File: src/tcc_pkg.sv
// shared constants, register map and mode decode for the 16-bit capture timer
package tcc_pkg;

  // ----------------------------------------------------------------
  // register map (byte locations on the 8-bit bus)
  // ----------------------------------------------------------------
  localparam logic [2:0] ADDR_CTRL_A = 3'h0;
  localparam logic [2:0] ADDR_CTRL_B = 3'h1;
  localparam logic [2:0] ADDR_CNT_LO = 3'h2;
  localparam logic [2:0] ADDR_CNT_HI = 3'h3;
  localparam logic [2:0] ADDR_CAP_LO = 3'h4;
  localparam logic [2:0] ADDR_CAP_HI = 3'h5;
  localparam logic [2:0] ADDR_FLAGS = 3'h6;
  localparam logic [2:0] ADDR_MASK = 3'h7;
  localparam logic [2:0] ADDR_HI_STEP = 3'h1;

  // ----------------------------------------------------------------
  // field positions
  // ----------------------------------------------------------------
  localparam int CA_WGM_LSB = 0;
  localparam int CB_CS_LSB = 0;
  localparam int CB_WGM_LSB = 3;
  localparam int CB_EDGE = 6;
  localparam int CB_FILT = 7;
  localparam int FLAG_OVF = 0;
  localparam int FLAG_CAP = 5;

  // ----------------------------------------------------------------
  // values and counts
  // ----------------------------------------------------------------
  localparam logic [7:0] BYTE_ZERO = 8'h00;
  localparam logic [15:0] CNT_BOTTOM = 16'h0000;
  localparam logic [15:0] CNT_MAX = 16'hFFFF;
  localparam logic [15:0] TOP_8 = 16'h00FF;
  localparam logic [15:0] TOP_9 = 16'h01FF;
  localparam logic [15:0] TOP_10 = 16'h03FF;
  localparam int FILTER_SAMPLES = 4;
  localparam int PRESC_W = 10;
  localparam logic [9:0] DIV8_MASK = 10'h007;
  localparam logic [9:0] DIV64_MASK = 10'h03F;
  localparam logic [9:0] DIV256_MASK = 10'h0FF;
  localparam logic [9:0] DIV1024_MASK = 10'h3FF;

  // ----------------------------------------------------------------
  // tick source codes
  // ----------------------------------------------------------------
  localparam logic [2:0] CS_STOP = 3'h0;
  localparam logic [2:0] CS_CLK = 3'h1;
  localparam logic [2:0] CS_DIV8 = 3'h2;
  localparam logic [2:0] CS_DIV64 = 3'h3;
  localparam logic [2:0] CS_DIV256 = 3'h4;
  localparam logic [2:0] CS_DIV1024 = 3'h5;
  localparam logic [2:0] CS_EXT_FALL = 3'h6;
  localparam logic [2:0] CS_EXT_RISE = 3'h7;

  typedef enum logic [2:0] {
    HS_IDLE = 3'b000,
    HS_FIRST = 3'b001,
    HS_SECOND = 3'b010,
    HS_FINISH = 3'b011,
    HS_DONE = 3'b100
  } tcc_hstate_t;

  // ----------------------------------------------------------------
  // waveform mode decode
  // ----------------------------------------------------------------
  function automatic logic wgm_dual(input logic [3:0] m);
    return m inside {4'h1, 4'h2, 4'h3, 4'h8, 4'h9, 4'hA, 4'hB};
  endfunction

  function automatic logic wgm_cap_top(input logic [3:0] m);
    return m inside {4'h8, 4'hA, 4'hC, 4'hE};
  endfunction

  function automatic logic wgm_ovf_at_top(input logic [3:0] m);
    return m inside {4'h5, 4'h6, 4'h7, 4'hE, 4'hF};
  endfunction

  // compare-register tops are not built here, so those modes run to MAX
  function automatic logic [15:0] wgm_top(input logic [3:0] m, input logic [15:0] cap);
    logic [15:0] t;
    t = CNT_MAX;
    if (m inside {4'h1, 4'h5}) t = TOP_8;
    if (m inside {4'h2, 4'h6}) t = TOP_9;
    if (m inside {4'h3, 4'h7}) t = TOP_10;
    if (wgm_cap_top(m)) t = cap;
    return t;
  endfunction

endpackage

File: src/tcc_if.sv
// byte bus and interrupt lines between processor end and timer end
`timescale 1ns/1ps
interface tcc_if;
  logic [2:0] addr;
  logic wr_en;
  logic rd_en;
  logic [7:0] wdata;
  logic [7:0] rdata;
  logic ovf_irq;
  logic cap_irq;
  logic ovf_ack;
  logic cap_ack;

  modport dev(
    input addr, wr_en, rd_en, wdata, ovf_ack, cap_ack,
    output rdata, ovf_irq, cap_irq
  );
  modport host(
    output addr, wr_en, rd_en, wdata, ovf_ack, cap_ack,
    input rdata, ovf_irq, cap_irq
  );
endinterface

File: src/tcc_capture_front.sv
// capture source sync, four-sample filter and edge detector
`timescale 1ns/1ps
module tcc_capture_front (
  input wire logic mclk,
  input wire logic resetn,
  input wire logic pin_raw,
  input wire logic comp_raw,
  input wire logic comp_sel,
  input wire logic filter_en,
  input wire logic rising,
  input wire logic enable,
  output logic capture
);

  typedef struct packed {
    logic pin_s1;
    logic pin_s2;
    logic cmp_s1;
    logic cmp_s2;
    logic [tcc_pkg::FILTER_SAMPLES-1:0] hist;
    logic filt;
    logic last;
    logic capture;
  } tcc_front_t;

  tcc_front_t q;
  tcc_front_t d;
  logic src;

  // ----------------------------------------------------------------
  // filter and edge
  // ----------------------------------------------------------------
  always_comb begin
    d = q;
    d.pin_s1 = pin_raw;
    d.pin_s2 = q.pin_s1;
    d.cmp_s1 = comp_raw;
    d.cmp_s2 = q.cmp_s1;
    // switching the source can itself look like an edge
    src = comp_sel ? q.cmp_s2 : q.pin_s2;
    d.hist = {q.hist[tcc_pkg::FILTER_SAMPLES-2:0], src};
    if (!filter_en) begin
      d.filt = src;
    end else if (&q.hist) begin
      d.filt = 1'b1;
    end else if (~|q.hist) begin
      d.filt = 1'b0;
    end
    d.last = q.filt;
    d.capture = enable && (rising ? (q.filt && !q.last) : (!q.filt && q.last));
  end

  always_ff @(posedge mclk or negedge resetn) begin
    if (!resetn) begin
      q <= '0;
    end else begin
      q <= d;
    end
  end

  assign capture = q.capture;

endmodule

File: src/tcc_device.sv
// timer end: 16-bit up/down counter, shared high latch, input capture
`timescale 1ns/1ps
// Notes on behaviour
// - software masks interrupts around two-byte accesses
// - latch keeps its value across many low writes
// - tick source select; zero stops counting only
// - host count write beats any count step
// - sixteen-bit counter steps by one either way
// - each tick clears, increments or decrements per mode
// - bottom at zero, top at sequence top
// - high count location reaches only the latch
// - low read fills latch; low write loads high
// - four-bit mode split over both controls
// - overflow flag set where mode says; interrupts
// - pin or comparator edge triggers capture
// - capture copies count and sets flag together
// - enabled flag interrupts; servicing clears it
// - writing one to capture flag clears it
// - capture read low first, high from latch
// - capture writable only in capture-top modes
// - capture load writes high byte first
// - one latch shared; low reads and high writes load it
// - write high first, read low first
// - filter needs four equal samples, four cycles
module tcc_device (
  input wire logic mclk,
  input wire logic resetn,
  tcc_if.dev bus,
  input wire logic capture_pin,
  input wire logic comparator_output,
  input wire logic comparator_capture_select,
  input wire logic t1_pin,
  output logic counter_top,
  output logic counter_bottom,
  output logic count_down
);

  typedef struct packed {
    logic [3:0] wgm;
    logic [2:0] cs;
    logic edge_rise;
    logic filt;
    logic mask_ovf;
    logic mask_cap;
    logic flag_ovf;
    logic flag_cap;
    logic [7:0] latch;
    logic [15:0] cnt;
    logic [15:0] cap;
    logic dir_down;
    logic [tcc_pkg::PRESC_W-1:0] presc;
    logic t1_s1;
    logic t1_s2;
    logic t1_last;
    logic [7:0] rdata;
  } tcc_dev_t;

  tcc_dev_t q;
  tcc_dev_t d;
  logic tick;
  logic dual;
  logic fast;
  logic cap_top;
  logic [15:0] top;
  logic capture_evt;
  logic cnt_wr;
  logic ovf_set;
  logic ovf_clr;
  logic cap_clr;
  logic [7:0] rd_byte;

  assign dual = tcc_pkg::wgm_dual(q.wgm);
  assign fast = tcc_pkg::wgm_ovf_at_top(q.wgm);
  assign cap_top = tcc_pkg::wgm_cap_top(q.wgm);
  assign top = tcc_pkg::wgm_top(q.wgm, q.cap);
  assign cnt_wr = bus.wr_en && (bus.addr == tcc_pkg::ADDR_CNT_LO);

  // ----------------------------------------------------------------
  // capture front end
  // ----------------------------------------------------------------
  // capture events are blocked while the capture register serves as top
  tcc_capture_front i_tcc_capture_front (
    .mclk(mclk),
    .resetn(resetn),
    .pin_raw(capture_pin),
    .comp_raw(comparator_output),
    .comp_sel(comparator_capture_select),
    .filter_en(q.filt),
    .rising(q.edge_rise),
    .enable(!cap_top),
    .capture(capture_evt)
  );

  // ----------------------------------------------------------------
  // next state
  // ----------------------------------------------------------------
  always_comb begin
    d = q;
    ovf_set = 1'b0;
    rd_byte = tcc_pkg::BYTE_ZERO;
    d.t1_s1 = t1_pin;
    d.t1_s2 = q.t1_s1;
    d.t1_last = q.t1_s2;
    d.presc = (q.cs == tcc_pkg::CS_STOP) ? '0 : q.presc + 1'b1;

    unique case (q.cs)
      tcc_pkg::CS_STOP: tick = 1'b0;
      tcc_pkg::CS_CLK: tick = 1'b1;
      tcc_pkg::CS_DIV8: tick = (q.presc & tcc_pkg::DIV8_MASK) == tcc_pkg::DIV8_MASK;
      tcc_pkg::CS_DIV64: tick = (q.presc & tcc_pkg::DIV64_MASK) == tcc_pkg::DIV64_MASK;
      tcc_pkg::CS_DIV256: tick = (q.presc & tcc_pkg::DIV256_MASK) == tcc_pkg::DIV256_MASK;
      tcc_pkg::CS_DIV1024: tick = (q.presc & tcc_pkg::DIV1024_MASK) == tcc_pkg::DIV1024_MASK;
      tcc_pkg::CS_EXT_FALL: tick = q.t1_last && !q.t1_s2;
      tcc_pkg::CS_EXT_RISE: tick = !q.t1_last && q.t1_s2;
    endcase

    // counting sequence
    if (tick) begin
      if (dual) begin
        if (!q.dir_down) begin
          if (q.cnt == top) begin
            d.dir_down = 1'b1;
            d.cnt = q.cnt - 1'b1;
          end else begin
            d.cnt = q.cnt + 1'b1;
          end
        end else if (q.cnt == tcc_pkg::CNT_BOTTOM) begin
          d.dir_down = 1'b0;
          d.cnt = q.cnt + 1'b1;
          ovf_set = 1'b1;
        end else begin
          d.cnt = q.cnt - 1'b1;
        end
      end else begin
        d.dir_down = 1'b0;
        if (q.cnt == top) begin
          d.cnt = tcc_pkg::CNT_BOTTOM;
          ovf_set = fast || (q.cnt == tcc_pkg::CNT_MAX);
        end else begin
          d.cnt = q.cnt + 1'b1;
        end
      end
    end
    if (cnt_wr) begin
      d.cnt = {q.latch, bus.wdata};
    end

    // reads: the low half of a wide register fills the latch
    if (bus.rd_en) begin
      unique case (bus.addr)
        tcc_pkg::ADDR_CTRL_A: begin
          rd_byte[tcc_pkg::CA_WGM_LSB +: 2] = q.wgm[1:0];
        end
        tcc_pkg::ADDR_CTRL_B: begin
          rd_byte[tcc_pkg::CB_CS_LSB +: 3] = q.cs;
          rd_byte[tcc_pkg::CB_WGM_LSB +: 2] = q.wgm[3:2];
          rd_byte[tcc_pkg::CB_EDGE] = q.edge_rise;
          rd_byte[tcc_pkg::CB_FILT] = q.filt;
        end
        tcc_pkg::ADDR_CNT_LO: begin
          rd_byte = q.cnt[7:0];
          d.latch = q.cnt[15:8];
        end
        tcc_pkg::ADDR_CAP_LO: begin
          rd_byte = q.cap[7:0];
          d.latch = q.cap[15:8];
        end
        tcc_pkg::ADDR_CNT_HI, tcc_pkg::ADDR_CAP_HI: begin
          rd_byte = q.latch;
        end
        tcc_pkg::ADDR_FLAGS: begin
          rd_byte[tcc_pkg::FLAG_OVF] = q.flag_ovf;
          rd_byte[tcc_pkg::FLAG_CAP] = q.flag_cap;
        end
        tcc_pkg::ADDR_MASK: begin
          rd_byte[tcc_pkg::FLAG_OVF] = q.mask_ovf;
          rd_byte[tcc_pkg::FLAG_CAP] = q.mask_cap;
        end
      endcase
      d.rdata = rd_byte;
    end

    // writes
    if (bus.wr_en) begin
      unique case (bus.addr)
        tcc_pkg::ADDR_CTRL_A: begin
          d.wgm[1:0] = bus.wdata[tcc_pkg::CA_WGM_LSB +: 2];
        end
        tcc_pkg::ADDR_CTRL_B: begin
          d.cs = bus.wdata[tcc_pkg::CB_CS_LSB +: 3];
          d.wgm[3:2] = bus.wdata[tcc_pkg::CB_WGM_LSB +: 2];
          d.edge_rise = bus.wdata[tcc_pkg::CB_EDGE];
          d.filt = bus.wdata[tcc_pkg::CB_FILT];
        end
        tcc_pkg::ADDR_CNT_HI, tcc_pkg::ADDR_CAP_HI: begin
          d.latch = bus.wdata;
        end
        tcc_pkg::ADDR_CAP_LO: begin
          if (cap_top) begin
            d.cap = {q.latch, bus.wdata};
          end
        end
        tcc_pkg::ADDR_MASK: begin
          d.mask_ovf = bus.wdata[tcc_pkg::FLAG_OVF];
          d.mask_cap = bus.wdata[tcc_pkg::FLAG_CAP];
        end
        tcc_pkg::ADDR_CNT_LO, tcc_pkg::ADDR_FLAGS: begin
        end
      endcase
    end

    // capture; never coincides with a host load as modes exclude each other
    if (capture_evt) begin
      d.cap = q.cnt;
    end

    // flags: a new event wins over a clear in the same cycle
    ovf_clr = (bus.wr_en && bus.addr == tcc_pkg::ADDR_FLAGS && bus.wdata[tcc_pkg::FLAG_OVF])
      || bus.ovf_ack;
    cap_clr = (bus.wr_en && bus.addr == tcc_pkg::ADDR_FLAGS && bus.wdata[tcc_pkg::FLAG_CAP])
      || bus.cap_ack;
    d.flag_ovf = ovf_set || (q.flag_ovf && !ovf_clr);
    d.flag_cap = capture_evt || (q.flag_cap && !cap_clr);
  end

  always_ff @(posedge mclk or negedge resetn) begin
    if (!resetn) begin
      q <= '0;
    end else begin
      q <= d;
    end
  end

  // ----------------------------------------------------------------
  // outputs
  // ----------------------------------------------------------------
  assign bus.rdata = q.rdata;
  assign bus.ovf_irq = q.flag_ovf && q.mask_ovf;
  assign bus.cap_irq = q.flag_cap && q.mask_cap;
  assign counter_top = (q.cnt == top);
  assign counter_bottom = (q.cnt == tcc_pkg::CNT_BOTTOM);
  assign count_down = q.dir_down;

endmodule

File: src/flat_wrapper.sv
// flat-port wrapper written by rule: the top's interface ports become plain ports
module tcc_device_flat 
  (mclk, resetn, capture_pin, comparator_output, comparator_capture_select, t1_pin, counter_top, counter_bottom, count_down, bus_addr, bus_wr_en, bus_rd_en, bus_wdata, bus_ovf_ack, bus_cap_ack, bus_rdata, bus_ovf_irq, bus_cap_irq);
  tcc_if bus_i ();
  input wire logic mclk;
  input wire logic resetn;
  input wire logic capture_pin;
  input wire logic comparator_output;
  input wire logic comparator_capture_select;
  input wire logic t1_pin;
  output logic counter_top;
  output logic counter_bottom;
  output logic count_down;
  input wire logic [$bits(bus_i.addr)-1:0] bus_addr;
  input wire logic [$bits(bus_i.wr_en)-1:0] bus_wr_en;
  input wire logic [$bits(bus_i.rd_en)-1:0] bus_rd_en;
  input wire logic [$bits(bus_i.wdata)-1:0] bus_wdata;
  input wire logic [$bits(bus_i.ovf_ack)-1:0] bus_ovf_ack;
  input wire logic [$bits(bus_i.cap_ack)-1:0] bus_cap_ack;
  output wire logic [$bits(bus_i.rdata)-1:0] bus_rdata;
  output wire logic [$bits(bus_i.ovf_irq)-1:0] bus_ovf_irq;
  output wire logic [$bits(bus_i.cap_irq)-1:0] bus_cap_irq;
  assign bus_i.addr = bus_addr;
  assign bus_i.wr_en = bus_wr_en;
  assign bus_i.rd_en = bus_rd_en;
  assign bus_i.wdata = bus_wdata;
  assign bus_i.ovf_ack = bus_ovf_ack;
  assign bus_i.cap_ack = bus_cap_ack;
  assign bus_rdata = bus_i.rdata;
  assign bus_ovf_irq = bus_i.ovf_irq;
  assign bus_cap_irq = bus_i.cap_irq;
  tcc_device u_core (.mclk(mclk), .resetn(resetn), .bus(bus_i), .capture_pin(capture_pin), .comparator_output(comparator_output), .comparator_capture_select(comparator_capture_select), .t1_pin(t1_pin), .counter_top(counter_top), .counter_bottom(counter_bottom), .count_down(count_down));
endmodule
File: config.mk
export PLATFORM = sky130hd
export DESIGN_NAME = tcc_device_flat
export DESIGN_NICKNAME = d
export VERILOG_FILES = /design/src/tcc_pkg.sv /design/src/tcc_if.sv /design/src/tcc_capture_front.sv /design/src/tcc_device.sv /design/src/flat_wrapper.sv
export SDC_FILE = /design/constraint.sdc
export NUM_CORES = 1
export LEC_CHECK = 0
export BUFFER_PORTS_ARGS = -buffer_cell sky130_fd_sc_hd__buf_2
export CAP_MARGIN = 20
export CORE_AREA = 2 2 106 108
export CTS_BUF_LIST = sky130_fd_sc_hd__clkbuf_16
export DETAILED_ROUTE_END_ITERATION = 6
export DIE_AREA = 0 0 108 110
export PLACE_DENSITY_LB_ADDON = 0.2
export REMOVE_ABC_BUFFERS = 1
export SKIP_CTS_REPAIR_TIMING = 1
export SLEW_MARGIN = 20
export SYNTH_ARGS = -nofsm -noshare
export SYNTH_HDL_FRONTEND = slang
export SYNTH_HIERARCHICAL = 1
export SYNTH_SLANG_ARGS = --single-unit
export TNS_END_PERCENT = 20
File: constraint.sdc
create_clock -name mclk -period 9.1 [get_ports mclk]
set_clock_uncertainty 0.2 [all_clocks]
set_input_delay 0.455 -clock mclk [delete_from_list [all_inputs] [get_ports mclk]]
set_output_delay 0.455 -clock mclk [all_outputs]
set_load 0.03 [all_outputs]
==> metrics.txt <==
Residual DRC 0; grt met3 use around 4.4%; TritonCTS Buffers 9; IO Count 34; reg-to-reg critical path startpoint u_core/q[74]$_DFFE_PN0P_; largest net degree at the start of global routing 67; synth unique cells 78; pwr dens 247 nW/um2; CTS tree yes; synth top area cells dfrtp_1 37%, o21ai_0 5.5%, mux2i_1 5.2%; Worst EP required slightly above 9 ns; crit path capture type flip-flop; number of synthesized register bits 86; Critical Path Sink u_core/q[50]$_DFFE_PN0P_; Setup Crit Path Kind flip-flop to flip-flop; Syn-to-layout area delta 7.17%; Top FF cell, synth dfrtp_1; Worst-path clk slew ~0.070 ns; Via density just under 7; Worst setup SP type flip-flop; TNS Setup 0 ns; n_diodes 0; CTS sink cnt 86; R2R Setup Slk a little over 5 ns; Mapped Area 5790 um2; Synth top area share roughly 37%; dpl hpwl about 12000 um; Top delay family on crit path simple AND/OR/NAND/NOR gates; Routed WL approximately 17000 um; Yosys top cell by area dfrtp_1; # H-tree levels 3; average cell area after synthesis approximately 8.6 um2; Post-Syn Instances ~670; die area roughly 12000 um2; GPL Wtd Cong ~0.91; GRT overflow 0; Slowest-stage cell, CP nor3_1; Initial Util about 54%; met2 Usage GRT a little under half; drt wl/cell ~21 um; Leak Pwr ~2.5 nW; Post-synth EDFFs 0; Layout Nets 688; share of cells above drive strength 1 about 11%; class of the worst hold path input port to flip-flop; status complete, no violations; worst path arrival time around 4 ns; r2r worst-path depth 9; unrepaired setup endpoints after global routing no; crit path max fanout 17; FMAX 252 MHz; Clk Latency, worst-skew pair 0.35 ns; DRT iter0 DRCs between 600 and 700; CP peak stage delay around 0.65 ns; Ys Warns 6; Synth top cells by count 86 x dfrtp_1, 64 x o21ai_0, 63 x nand2_1, 54 x nor2_1, 46 x clkbuf_1; asr flop ratio synth 100%; top-count cell post-synth dfrtp_1; DP Area between 5000 and 6000 um2; Fillers 954; Finished Cell Area roughly 6200 um2; IO buf count 33; clk buf depth 2; GR Util met1 42.6%; Die Ht around 110 um; vias 5495; Post-DRT Antenna Nets 0; final hold viol count 0; crit path cell chain nor2b_1, inv_1, nor4_1, o32ai_1, or4_4, nor3_1, nor2_1, a221oi_1, o31ai_1; CTS root buf clkbuf_16; relative slew slack between 20% and 30%; r2r endpoint u_core/q[50]$_DFFE_PN0P_; initial antenna violation count 0; row count 38; global routing's busiest layer met2; worst ir drop on vdd ~0.15 mV; CP startpoint u_core/q[74]$_DFFE_PN0P_; Tot GR Track Use between 30% and 40%; Worst path depth 9; Multi-input gate area around 3300 um2; Final Cycle Share between 40% and 50%; Worst-Margin Slew around 1.1 ns; vias in the first global route roughly 5200; drt pass-1 iters 5; Seq. cell area 2150 um2; minimum clock period roughly 4 ns; Buffers & Inverters on Critical Path 1; Max-cap violations 0; Final Setup Violations 0; Final Max Slew Viols 0; first-pass GRT wire length approximately 28000 um; Die X around 110 um; core box area 10700 um2; Seq/Total Area, Yosys a little under two fifths
-- stage by stage --
| stage | cells | setup WS, ns | hold slack, ns | utilization [%] | power (W) |
|---|---|---|---|---|---|
| global placement | 790 | 5.42 | 0.142 | 55.1 | 0.00112 |
| detailed placement | 790 | 5.29 | 0.140 | 55.1 | 0.00114 |
| floorplan | 613 | 5.82 | -0.0406 | - | 0.000954 |
| finish | 807 | 5.13 | 0.0112 | 58.0 | 0.00153 |
| CTS | 806 | 5.21 | -0.203 | 57.9 | 0.00152 |
| global route | 807 | 4.77 | 0.00468 | 58.0 | 0.00162 |
-- metal layers --
| metal | vias up | part of all wire [%] |
|---|---|---|
| met5 | - | 0 |
| met4 | 0 | 4.9 |
| met3 | 71 | 9.3 |
| met2 | 330 | 45 |
| met1 | 2586 | 41 |
| li1 | 2508 | - |
-- final cells by class --
cell class	instances	area share [%]
timing repair buffer	38	3.34
clock inverter	7	1.17
tap	140	2.82
multi-input combinational	512	53.5
clock buffer	9	3.63
inverter	15	0.907
sequential	86	34.7
-- worst reg2reg max path: stages, from the launching register on --
cell      delay (ns)
dfrtp_1         0.59
nor2b_1         0.54
inv_1           0.17
nor4_1          0.35
o32ai_1         0.15
or4_4           0.59
nor3_1          0.66
nor2_1          0.17
a221oi_1        0.32
o31ai_1         0.11
-- how the worst min path moves through the flow --
stage                     slack, ns                                         to                                 startpoint  depth (start not counted)
after floorplan               -0.04            u_core/bus.rdata[0]$_DFFE_PN0P_                                     resetn                          0
after global placement         0.14  u_core/i_tcc_capture_front/q[9]$_DFF_PN0_  u_core/i_tcc_capture_front/d[9]$_DFF_PN0_                          0
after detailed placement       0.14  u_core/i_tcc_capture_front/q[9]$_DFF_PN0_  u_core/i_tcc_capture_front/d[9]$_DFF_PN0_                          0
after CTS                     -0.20                   u_core/q[36]$_DFFE_PN0P_                                     resetn                          1
after global routing          0.005  u_core/i_tcc_capture_front/d[7]$_DFF_PN0_                          comparator_output                          1
final                          0.01                      u_core/d[9]$_DFF_PN0_                                     t1_pin                          1
-- power by group --
| part | switching [W] | internal [W] | total [W] |
|---|---|---|---|
| registers | 0.000203 | 0.000474 | 0.000678 |
| clock network | 0.000180 | 0.000195 | 0.000375 |
| logic | 0.000270 | 0.000210 | 0.000480 |
-- logic make-up (layout without fill, tap and decap cells) --
group / count (synthesis) / count (layout) / share of synthesized area [%]
AOI/OAI and AO/OA: 204 / 204 / 24.1
adders and majority gates: 5 / 5 / 1.08
muxes: 41 / 41 / 7.32
xor gates and xnor gates: 18 / 18 / 2.72
buffers and inverters: 76 / 69 / 5.89
DFF: 86 / 86 / 37.1
and+or+nand+nor: 244 / 244 / 21.7
-- registers in the layout, indices dropped and copies added (netlist names) --
register                            count
u_core/bus.rdata                        8
u_core/i_tcc_capture_front/d            6
u_core/i_tcc_capture_front/capture      1
u_core/count_down                       1
u_core/i_tcc_capture_front/q            4
u_core/q                               64
u_core/d                                2
-- cells in the final DEF, fill, tap and decap left out, types with 6 or more instances in the layout --
| cell type | synthesis | layout |
|---|---|---|
| a211oi_1 | 6 | 6 |
| a21oi_1 | 27 | 27 |
| a221oi_1 | 7 | 7 |
| a31oi_1 | 6 | 6 |
| and3_1 | 10 | 10 |
| buf_2 | 0 | 32 |
| clkbuf_16 | 0 | 9 |
| dfrtp_1 | 86 | 86 |
| inv_1 | 14 | 14 |
| mux2_2 | 11 | 11 |
| mux2i_1 | 30 | 30 |
| nand2_1 | 63 | 63 |
| nand3_1 | 30 | 30 |
| nand4_1 | 9 | 9 |
| nor2_1 | 54 | 54 |
| nor2b_1 | 7 | 7 |
| nor3_1 | 13 | 12 |
| nor4_1 | 9 | 9 |
| o21ai_0 | 64 | 64 |
| o221ai_1 | 9 | 9 |
| o22ai_1 | 8 | 8 |
| o31a_1 | 6 | 6 |
| o31ai_1 | 9 | 9 |
| o32ai_1 | 10 | 9 |
| or3_1 | 9 | 9 |
| xor2_1 | 13 | 13 |
(Power assumes the default switching activity.)
